## src/hw/lup_regs.vh

```
// Constants used by the user data port, including its CRC polynomial, initial value and final XOR.
`ifndef LUP_REGS_VH
`define LUP_REGS_VH
`define LUP_LANE_BITS 64
`define LUP_LANE_BYTES 8
`define LUP_BYTE_BITS 8
`define LUP_CRC_POLY 32'h04C1_1DB7
`define LUP_CRC_INIT 32'hFFFF_FFFF
`define LUP_CRC_XOR 32'hFFFF_FFFF
`endif

```

## src/hw/lup_skid_buf.v

```verilog
// Two-entry buffer with registered ready, valid and data.
`timescale 1ns/10ps
module lup_skid_buf #(
   parameter WIDTH = 73
) (
   input wire ref_clk_in,
   input wire sys_rst_in,
   input wire in_valid_in,
   input wire [WIDTH-1:0] in_data_in,
   output wire in_ready_out,
   output wire out_valid_out,
   output wire [WIDTH-1:0] out_data_out,
   input wire out_ready_in
);
   reg main_valid_reg;
   reg [WIDTH-1:0] main_data_reg;
   reg skid_valid_reg;
   reg [WIDTH-1:0] skid_data_reg;
   reg ready_reg;
   wire push;
   wire pop;

   assign push = in_valid_in & ready_reg;
   assign pop = main_valid_reg & out_ready_in;
   assign in_ready_out = ready_reg;
   assign out_valid_out = main_valid_reg;
   assign out_data_out = main_data_reg;

   // ****************************************
   // Storage.
   // ****************************************
   always @(posedge ref_clk_in) begin
      if (sys_rst_in) begin
         main_valid_reg <= 1'b0;
         skid_valid_reg <= 1'b0;
         ready_reg <= 1'b1;
         main_data_reg <= {WIDTH{1'b0}};
         skid_data_reg <= {WIDTH{1'b0}};
      end else if (skid_valid_reg) begin
         if (pop) begin
            main_data_reg <= skid_data_reg;
            skid_valid_reg <= 1'b0;
            ready_reg <= 1'b1;
         end
      end else if (push) begin
         if (!main_valid_reg || pop) begin
            main_data_reg <= in_data_in;
            main_valid_reg <= 1'b1;
         end else begin
            skid_data_reg <= in_data_in;
            skid_valid_reg <= 1'b1;
            ready_reg <= 1'b0;
         end
      end else if (pop) begin
         main_valid_reg <= 1'b0;
      end
   end
endmodule

```

## src/hw/lup_user_data_port.v

```verilog
// User data port: framed and streaming transmit and receive beats.
`timescale 1ns/10ps
`include "lup_regs.vh"
// Function
// - Transmit data bus is 64 bits per lane, bits numbered ascending.
// - A transmit beat is taken only when ready and valid are both high.
// - Keep's set-bit count gives valid bytes in the final beat.
// - Transmit keep is used only on beats with last high.
// - Both aligned and unaligned contiguous transmit streams are accepted.
// - Receive data is 64 bits per lane, bits numbered ascending.
// - Receive keep shows valid bytes of the final beat, meaningful with last.
// - Receive valid is high only when receive outputs are meaningful.
// - Receive last pulses for one cycle at each frame end.
// - Full-duplex and receive-only cores carry the streaming receive ports.
// - With the CRC option in framed mode a 32-bit CRC covers every transmit frame.
// - Full-duplex has both directions; simplex only its own direction.
module lup_user_data_port #(
   parameter LANES = 1,
   parameter HAS_TX = 1,
   parameter HAS_RX = 1,
   parameter CRC_EN = 1
) (
   input wire ref_clk_in,
   input wire sys_rst_in,
   input wire framed_mode_in,
   input wire [0:`LUP_LANE_BITS*LANES-1] s_tx_tdata_in,
   input wire s_tx_tvalid_in,
   input wire s_tx_tlast_in,
   input wire [0:`LUP_LANE_BYTES*LANES-1] s_tx_tkeep_in,
   output wire s_tx_tready_out,
   output wire [0:`LUP_LANE_BITS*LANES-1] pe_tx_data_out,
   output wire pe_tx_valid_out,
   output wire pe_tx_last_out,
   output wire [0:`LUP_LANE_BYTES*LANES-1] pe_tx_keep_out,
   input wire pe_tx_ready_in,
   output reg [31:0] tx_crc_out,
   output reg tx_crc_valid_out,
   input wire [0:`LUP_LANE_BITS*LANES-1] pe_rx_data_in,
   input wire pe_rx_valid_in,
   input wire pe_rx_last_in,
   input wire [0:`LUP_LANE_BYTES*LANES-1] pe_rx_keep_in,
   output reg [0:`LUP_LANE_BITS*LANES-1] m_rx_tdata_out,
   output reg m_rx_tvalid_out,
   output reg m_rx_tlast_out,
   output reg [0:`LUP_LANE_BYTES*LANES-1] m_rx_tkeep_out
);
   localparam DW = `LUP_LANE_BITS * LANES;
   localparam KW = `LUP_LANE_BYTES * LANES;
   localparam BW = DW + 1 + KW;

   wire tx_ready;
   wire tx_push;
   wire [0:KW-1] tx_keep_eff;
   wire tx_last_eff;
   wire buf_valid;
   wire [BW-1:0] buf_data;
   reg [31:0] crc_run_reg;
   reg [31:0] crc_next;

   // ****************************************
   // CRC over the bytes that keep marks.
   // ****************************************
   function [31:0] lup_crc_beat;
      input [31:0] crc_in;
      input [0:DW-1] data;
      input [0:KW-1] keep;
      integer i;
      integer b;
      reg [31:0] c;
      begin
         c = crc_in;
         for (i = 0; i < KW; i = i + 1) begin
            if (keep[i]) begin
               for (b = 0; b < `LUP_BYTE_BITS; b = b + 1) begin
                  if (c[31] ^ data[i*`LUP_BYTE_BITS+b]) begin
                     c = {c[30:0], 1'b0} ^ `LUP_CRC_POLY;
                  end else begin
                     c = {c[30:0], 1'b0};
                  end
               end
            end
         end
         lup_crc_beat = c;
      end
   endfunction

   // ****************************************
   // Transmit path.
   // ****************************************
   // Streaming beats carry no last; keep counts only on a last beat.
   assign tx_last_eff = framed_mode_in & s_tx_tlast_in;
   assign tx_keep_eff = tx_last_eff ? s_tx_tkeep_in : {KW{1'b1}};
   assign tx_push = s_tx_tvalid_in & tx_ready;

   generate
      if (HAS_TX != 0) begin : g_tx
         lup_skid_buf #(
            .WIDTH(BW)
         ) u_tx_buf (
            .ref_clk_in(ref_clk_in),
            .sys_rst_in(sys_rst_in),
            .in_valid_in(s_tx_tvalid_in),
            .in_data_in({s_tx_tdata_in, tx_last_eff, tx_keep_eff}),
            .in_ready_out(tx_ready),
            .out_valid_out(buf_valid),
            .out_data_out(buf_data),
            .out_ready_in(pe_tx_ready_in)
         );
      end else begin : g_no_tx
         // A receive-only core never accepts transmit beats.
         reg zero_reg;
         always @(posedge ref_clk_in) begin
            zero_reg <= 1'b0;
         end
         assign tx_ready = zero_reg;
         assign buf_valid = zero_reg;
         assign buf_data = {BW{zero_reg}};
      end
   endgenerate

   assign s_tx_tready_out = tx_ready;
   assign pe_tx_valid_out = buf_valid;
   assign pe_tx_data_out = buf_data[BW-1:KW+1];
   assign pe_tx_last_out = buf_data[KW];
   assign pe_tx_keep_out = buf_data[KW-1:0];

   always @* begin
      crc_next = lup_crc_beat(crc_run_reg, s_tx_tdata_in, tx_keep_eff);
   end

   always @(posedge ref_clk_in) begin
      if (sys_rst_in) begin
         crc_run_reg <= `LUP_CRC_INIT;
         tx_crc_out <= 32'h0000_0000;
         tx_crc_valid_out <= 1'b0;
      end else begin
         tx_crc_valid_out <= 1'b0;
         if (tx_push && framed_mode_in && CRC_EN != 0) begin
            if (tx_last_eff) begin
               crc_run_reg <= `LUP_CRC_INIT;
               tx_crc_out <= crc_next ^ `LUP_CRC_XOR;
               tx_crc_valid_out <= 1'b1;
            end else begin
               crc_run_reg <= crc_next;
            end
         end
      end
   end

   // ****************************************
   // Receive path.
   // ****************************************
   // The sink has no ready, so every beat passes straight through a register.
   always @(posedge ref_clk_in) begin
      if (sys_rst_in || HAS_RX == 0) begin
         m_rx_tvalid_out <= 1'b0;
         m_rx_tlast_out <= 1'b0;
      end else begin
         m_rx_tvalid_out <= pe_rx_valid_in;
         m_rx_tlast_out <= pe_rx_valid_in & pe_rx_last_in & framed_mode_in;
      end
   end

   // ****************************************
   // Receive data and keep, one slice per lane.
   // ****************************************
   genvar ln;
   generate
      for (ln = 0; ln < LANES; ln = ln + 1) begin : g_rx_lane
         always @(posedge ref_clk_in) begin
            if (sys_rst_in || HAS_RX == 0) begin
               m_rx_tdata_out[ln*`LUP_LANE_BITS +: `LUP_LANE_BITS] <= {`LUP_LANE_BITS{1'b0}};
               m_rx_tkeep_out[ln*`LUP_LANE_BYTES +: `LUP_LANE_BYTES] <= {`LUP_LANE_BYTES{1'b0}};
            end else if (pe_rx_valid_in) begin
               m_rx_tdata_out[ln*`LUP_LANE_BITS +: `LUP_LANE_BITS] <=
                  pe_rx_data_in[ln*`LUP_LANE_BITS +: `LUP_LANE_BITS];
               if (framed_mode_in && pe_rx_last_in) begin
                  m_rx_tkeep_out[ln*`LUP_LANE_BYTES +: `LUP_LANE_BYTES] <=
                     pe_rx_keep_in[ln*`LUP_LANE_BYTES +: `LUP_LANE_BYTES];
               end else begin
                  m_rx_tkeep_out[ln*`LUP_LANE_BYTES +: `LUP_LANE_BYTES] <= {`LUP_LANE_BYTES{1'b1}};
               end
            end
         end
      end
   endgenerate
endmodule

```

## config.mk

```make
export PLATFORM = sky130hd
export DESIGN_NAME = lup_user_data_port
export DESIGN_NICKNAME = d
export VERILOG_FILES = /design/src/hw/lup_skid_buf.v /design/src/hw/lup_user_data_port.v
export VERILOG_INCLUDE_DIRS = /design/src /design/src/hw
export SDC_FILE = /design/constraint.sdc
export NUM_CORES = 1
export LEC_CHECK = 0
export BUFFER_PORTS_ARGS = -buffer_cell sky130_fd_sc_hd__buf_4
export CAP_MARGIN = 10
export CORE_MARGIN = 2
export CORE_UTILIZATION = 59
export DETAILED_ROUTE_END_ITERATION = 16
export PLACE_DENSITY = 0.82
export SLEW_MARGIN = 20
export SYNTH_ARGS = -nofsm -noshare
export SYNTH_HDL_FRONTEND = slang
export SYNTH_SLANG_ARGS = --single-unit
```

## constraint.sdc

```tcl
create_clock -name ref_clk_in -period 12.2 [get_ports ref_clk_in]
set_clock_uncertainty 0.15 [all_clocks]
set_input_delay 0.61 -clock ref_clk_in [delete_from_list [all_inputs] [get_ports ref_clk_in]]
set_output_delay 0.61 -clock ref_clk_in [all_outputs]
set_load 0.02 [all_outputs]
```

## Word-level counts from Yosys, hierarchy flattened

Cells that the tools add are included.

| operators by class | value |
|---|---|
| eq/ne operators | 3 |
| multiplexer cells | 147 |
| bitwise gates (word level) | 137 |
| reductions and logical operators | 13 |

Operator list:

| cell | count |
|---|---|
| 32-bit two-way mux | 65 |
| 27-bit two-way mux | 64 |
| 14-bit inverter | 64 |
| 73-bit two-way mux | 4 |
| 1-bit bitwise XOR | 64 |
| 32-bit inverter | 1 |
| 8-bit two-way mux | 2 |
| 1-bit two-way mux | 12 |
| 3-bit AND reduction | 4 |
| 2-bit nonzero test | 3 |
| 1-bit AND | 5 |
| 2-bit by 1-bit inequality test with 1-bit output, second input constant | 2 |
| 1-bit inverter | 3 |
| 1-bit logical AND | 2 |
| 2-bit inequality test, second input constant | 1 |
| 2-bit AND reduction | 1 |
| 2-bit OR reduction | 1 |
| 1-bit zero test | 1 |
| 1-bit logical OR | 1 |

| storage, ports and cells | value |
|---|---|
| flip-flop bits (word level) | 288 |
| output and inout port bits | 182 |

## Depth between registers and ports, before layout

| logic depth | value |
|---|---|
| word-level depth | 193 |
| gate-level depth with buffers | 34 |
| depth with buffers taken out | 28 |

## Hierarchy

From an unflattened synthesis, not the netlist that was laid out.

| unflattened totals | value |
|---|---|
| cell total of the unflattened synthesis | 2736 |
| area, all modules | 24438.4 sq um |

By module, submodules not included:

| module | times used | cells each | area an instance (sq um) | seq. area each (sq um) |
|---|---|---|---|---|
| lup_user_data_port | 1 | 1955 | 17122.7 | 2782.7 |
| lup_skid_buf | 1 | 781 | 7315.8 | 2982.9 |

## Worst setup path after synthesis

No wires, ideal clock.

| path | value |
|---|---|
| kind | input to register |
| start | in s_tx_tdata_in[2] (netlist bit) |
| end | reg tx_crc_out[14] |
| setup time | 115 ps |
| arrival time | 9056 ps |
| path slack | 2880 ps |
| stages on the path | 29 |
| path buffers | 2 |
| path through | buf_4 > xor2_1 > xnor2_1 > xnor3_1 > mux2i_4 > xor2_2 > xnor3_1 > a211o_1 > a211o_1 > a31oi_4 > xnor2_1 > xnor2_2 > or4b_2 > o2111a_1 > nand3_2 > xnor3_1 > o21ai_2 > xor3_1 > or4_4 > a21o_1 > a311oi_2 > o22a_1 > a211oi_1 > or4_1 > buf_2 > xor3_1 > xnor3_1 > mux2_1 > o21a_1 |

| on the way | value |
|---|---|
| cells in the longest elaborated chain, start to end | 142 |
| elaborated cells on any way between the ends | 233 |

Ends and longest elaborated chain:

| what | RTL line | RTL |
|---|---|---|
| from (decl) | lup_user_data_port.v:26 | `` input wire [0:`LUP_LANE_BITS*LANES-1] s_tx_tdata_in, `` |
| 1-bit bitwise XOR (*) | lup_user_data_port.v:75 | `` if (c[31] ^ data[i*`LUP_BYTE_BITS+b]) begin `` |
| 27-bit two-way mux (*) | lup_user_data_port.v:75 |  |
| 32-bit two-way mux (*) | lup_user_data_port.v:73 | `if (keep[i]) begin` |
| 27-bit two-way mux / 14-bit inverter (equally long branches) | - |  |
| 32-bit two-way mux (*) | lup_user_data_port.v:73 |  |
| 27-bit two-way mux / 32-bit two-way mux (equally long branches) | lup_user_data_port.v:75, lup_user_data_port.v:73 |  |
| 32-bit two-way mux (*) | lup_user_data_port.v:73 |  |
| 27-bit two-way mux / 32-bit two-way mux (equally long branches) | lup_user_data_port.v:75, lup_user_data_port.v:73 |  |
| [... 126 more ...] | - |  |
| 14-bit inverter (no line) | - |  |
| 27-bit two-way mux | lup_user_data_port.v:75 |  |
| 32-bit two-way mux | lup_user_data_port.v:73 |  |
| 27-bit two-way mux | lup_user_data_port.v:75 |  |
| 32-bit two-way mux | lup_user_data_port.v:73 |  |
| 27-bit two-way mux | lup_user_data_port.v:75 |  |
| 32-bit two-way mux (*) | lup_user_data_port.v:73 |  |
| 32-bit inverter (no line) (*) | - |  |
| to (signal assigned) | lup_user_data_port.v:141 | `` tx_crc_out <= crc_next ^ `LUP_CRC_XOR; `` |
| to (decl) | lup_user_data_port.v:36 | `output reg [31:0] tx_crc_out,` |

Every way passes the cells marked *; elsewhere a longest branch is shown, timed or not. The select of a mux whose other input is x is not followed.
A chain may end at the register's enable or synchronous reset.

## Final worst setup path

| path | value |
|---|---|
| start | reg crc_run_reg[27] |
| end | reg tx_crc_out[14] |

| on the way | value |
|---|---|
| cells in the longest elaborated chain, start to end | 140 |
| elaborated cells on any way between the ends | 230 |

Ends and longest elaborated chain:

| what | RTL line | RTL |
|---|---|---|
| from (decl) | lup_user_data_port.v:57 | `reg [31:0] crc_run_reg;` |
| from (signal assigned) | lup_user_data_port.v:133 | `` crc_run_reg <= `LUP_CRC_INIT; `` |
| from (signal assigned) | lup_user_data_port.v:140 | `` crc_run_reg <= `LUP_CRC_INIT; `` |
| from (signal assigned) | lup_user_data_port.v:144 | `crc_run_reg <= crc_next;` |
| 32-bit two-way mux (4 in series) | lup_user_data_port.v:73 |  |
| 1-bit bitwise XOR | lup_user_data_port.v:75 |  |
| 27-bit two-way mux | lup_user_data_port.v:75 |  |
| 32-bit two-way mux | lup_user_data_port.v:73 |  |
| 27-bit two-way mux / 14-bit inverter (equally long branches) | - |  |
| 32-bit two-way mux / 27-bit two-way mux (equally long branches) | lup_user_data_port.v:73, lup_user_data_port.v:75 |  |
| 27-bit two-way mux, or another cell as far along | lup_user_data_port.v:75 |  |
| 32-bit two-way mux / 27-bit two-way mux (equally long branches) | lup_user_data_port.v:73, lup_user_data_port.v:75 |  |
| [... 121 more ...] | - |  |
| 14-bit inverter (no line) | - |  |
| 27-bit two-way mux | lup_user_data_port.v:75 |  |
| 32-bit two-way mux | lup_user_data_port.v:73 |  |
| 27-bit two-way mux | lup_user_data_port.v:75 |  |
| 32-bit two-way mux | lup_user_data_port.v:73 |  |
| 27-bit two-way mux | lup_user_data_port.v:75 |  |
| 32-bit two-way mux (*) | lup_user_data_port.v:73 |  |
| 32-bit inverter (no line) (*) | - |  |

Marks and branches as above.

==> results.json <==
{
  "synthAdderAreaFrac_pct": 0,
  "yosys_warnings": 0,
  "mappedNetlistArea_um2": 23400,
  "report.final.setup_viol": 0,
  "r2r_setup_slack_ps": 980,
  "critical_path.max_fanout": 14,
  "layout.nets": 3064,
  "grt_antenna_before_repair": 1,
  "synth_seq_area_share_pct": 24.7,
  "source_to_sink_clock_delay_at_the_later_pin_of_the_worst_skew_pair_ps": 600,
  "numCtsBuffers": 30,
  "synth-xor-area-share_pct": 28.0,
  "placeableCoreArea_um2": 38900,
  "horizontal_die_dimension_um": 203,
  "layout.cells.most_common_list": "sky130_fd_sc_hd__buf_4 (360), sky130_fd_sc_hd__nand2_1 (323), sky130_fd_sc_hd__nor2_1 (301)",
  "ant_nets": 0,
  "router_iterations_before_antenna_repair": 5,
  "startpoint": "crc_run_reg[27]",
  "gp_congestion": 0.986,
  "crit_path_max_delay_cell_type": "sky130_fd_sc_hd__nor3_2",
  "finalSetupTns_ps": 0,
  "post_cts.resized_instances": 0,
  "worst_ep_arrival_time_ps": 11550,
  "top_level_ports": 334,
  "cts_root_buffer": "sky130_fd_sc_hd__clkbuf_16",
  "post_cts_buffers": 0,
  "final.min_clock_period_ps": 11220,
  "via_count": 21200,
  "finalHoldViolations": 0,
  "share_of_the_clock_period_used_by_the_worst_path_after_layout_pct": 91.9,
  "cpMostUsedCell": "sky130_fd_sc_hd__xnor3_1",
  "synth-compound-area-share_pct": 17.0,
  "cts_htree_levels": 1,
  "antennaDiodeCount": 0,
  "area_growth_from_synthesis_to_layout_pct": 15.7,
  "yosys.area_share.simple_pct": 16.3,
  "syn-num-nets": 2874,
  "fillers": 3125,
  "cts.reportedPaths.clkPinSlew_ps": 60,
  "min_from": "pe_tx_ready_in",
  "grt_setup_unrepaired": "false",
  "timing.max_cap.violations": 0,
  "synth_seq_cells": 288,
  "largest_net_degree_at_the_start_of_global_routing": 99,
  "clk_path_buf_depth": 3,
  "critical-path-max-stage-delay_ps": 880,
  "startpoint_of_the_lowest_slack_register_to_register_path": "crc_run_reg[27]",
  "synth_top_family_by_area": "XOR/XNOR gates",
  "grt_total_usage_pct": 35.9,
  "height_of_the_die_um": 203,
  "drc_errors": 0,
  "fp-row-count": 72,
  "worst-setup-path-type": "register to register",
  "design.die.area_um2": 41200,
  "run_status": "finished, final reports clean",
  "layout-drive-gt1-share_pct": 19.0,
  "critical_path.endpoint_type": "register",
  "route.detailed.wl_per_inst_um": 22.2,
  "fmax_mhz": 89.2,
  "synth-main-ff-cell": "sky130_fd_sc_hd__dfxtp_1",
  "syn-instance-count": 2722,
  "netlist-cell-type-count": 103,
  "timing.critical_path.from_type": "register",
  "drt-vias-per-instance": 6.15,
  "ys_async_sr_fraction_pct": 0,
  "synth_area_per_cell_um2": 8.59,
  "final_common_cell": "sky130_fd_sc_hd__buf_4",
  "initial_core_util_pct": 60.1,
  "port_buffers": 333,
  "slew_violations": 0,
  "detailedRoute.firstIterationViolations": 1927,
  "grt_first_pass_wirelength_mm": 116,
  "place_hpwl_mm": 58.7,
  "timing.critical_path.required_ps": 12540,
  "synth.area.mux_share_pct": 10.4,
  "global_route.overflow_total": 0,
  "synth_edf_count": 0,
  "worst_pin_slew_ps": 1070,
  "hold_path.class": "input pin to register",
  "drt-total-wl_mm": 76.5,
  "relSlewSlack_pct": 28.3,
  "holdBufCountCts": 0,
  "cts_tree": "built",
  "first_global_vias": 20100,
  "cts.sinks": 288
}
[metrics by stage]
| step | util, % | instance area, µm² | setup WS, ps | cells | hold slack, ps |
|---|---|---|---|---|---|
| 2_1_floorplan | - | 23400 | 2880 | 2722 | 286 |
| 3_3_place_gp | 66.7 | 26000 | 1080 | 3398 | 290 |
| 3_5_place_dp | 66.7 | 26000 | 913 | 3398 | 296 |
| 4_1_cts | 69.5 | 27000 | 1140 | 3452 | 57.7 |
| 5_1_grt | 69.5 | 27000 | 457 | 3452 | 73.5 |
| 6_report | 69.5 | 27000 | 984 | 3452 | 86.1 |
[synthesized netlist by cell type (all sizes together), types with 22 or more instances]
cell / count / area [µm²]
nand2: 325 / 1220
nor2: 313 / 1190
xnor2: 297 / 2940
dfxtp: 288 / 5770
mux2i: 218 / 2260
a21oi: 197 / 1010
clkbuf: 163 / 612
xor2: 132 / 1220
a211oi: 104 / 786
o21ai: 96 / 499
xnor3: 80 / 1810
buf: 40 / 189
nand3: 37 / 190
nor3: 35 / 190
o211ai: 33 / 253
xor3: 24 / 576
and2: 22 / 138
[worst max-delay path: cells and delay by family, from the launching register on]
kind | cells | cell delay (ps)
muxes | 2 | 710
buffers and inverters | 1 | 270
xor gates and xnor gates | 10 | 4150
DFF | 1 | 600
and+or+nand+nor | 4 | 2300
AOI/OAI and AO/OA | 11 | 2910
[final timing paths]
check                                                        to  cells past startpoint
worst max-delay path                             tx_crc_out[14]                     28
worst min-delay path               g_tx.u_tx_buf.skid_valid_reg                      2
worst max register to register                   tx_crc_out[14]                     28
worst min register to register  g_tx.u_tx_buf.skid_data_reg[40]                      2
[area by class of cell]
| type | instances | area, µm² | area share [%] |
|---|---|---|---|
| clock buffers | 47 | 915 | 3.38 |
| clock inverters | 7 | 140 | 0.518 |
| inverters | 15 | 56.3 | 0.208 |
| multi-input cells | 2216 | 16800 | 62.1 |
| flip-flops and latches | 288 | 5770 | 21.3 |
| well taps | 518 | 648 | 2.40 |
| repair buffers | 361 | 2720 | 10.0 |
[cells by family after synthesis]
kind of cell,after synthesis
compound gates,589
flops,288
mux,233
xor+xnor,533
simple gates,861
buf+inv,218
[metal layers]
metal | vias to the layer above | GRT usage, % | routed length [µm]
met5 | - | 0 | 14
met4 | 2 | 13.8 | 2920
met3 | 195 | 7.70 | 7050
met2 | 998 | 57.9 | 35000
met1 | 10200 | 47.2 | 31500
li1 | 9888 | - | -
Power is not shown: default switching activity piles up to over one toggle a cycle in this logic, so the estimate is an artifact.
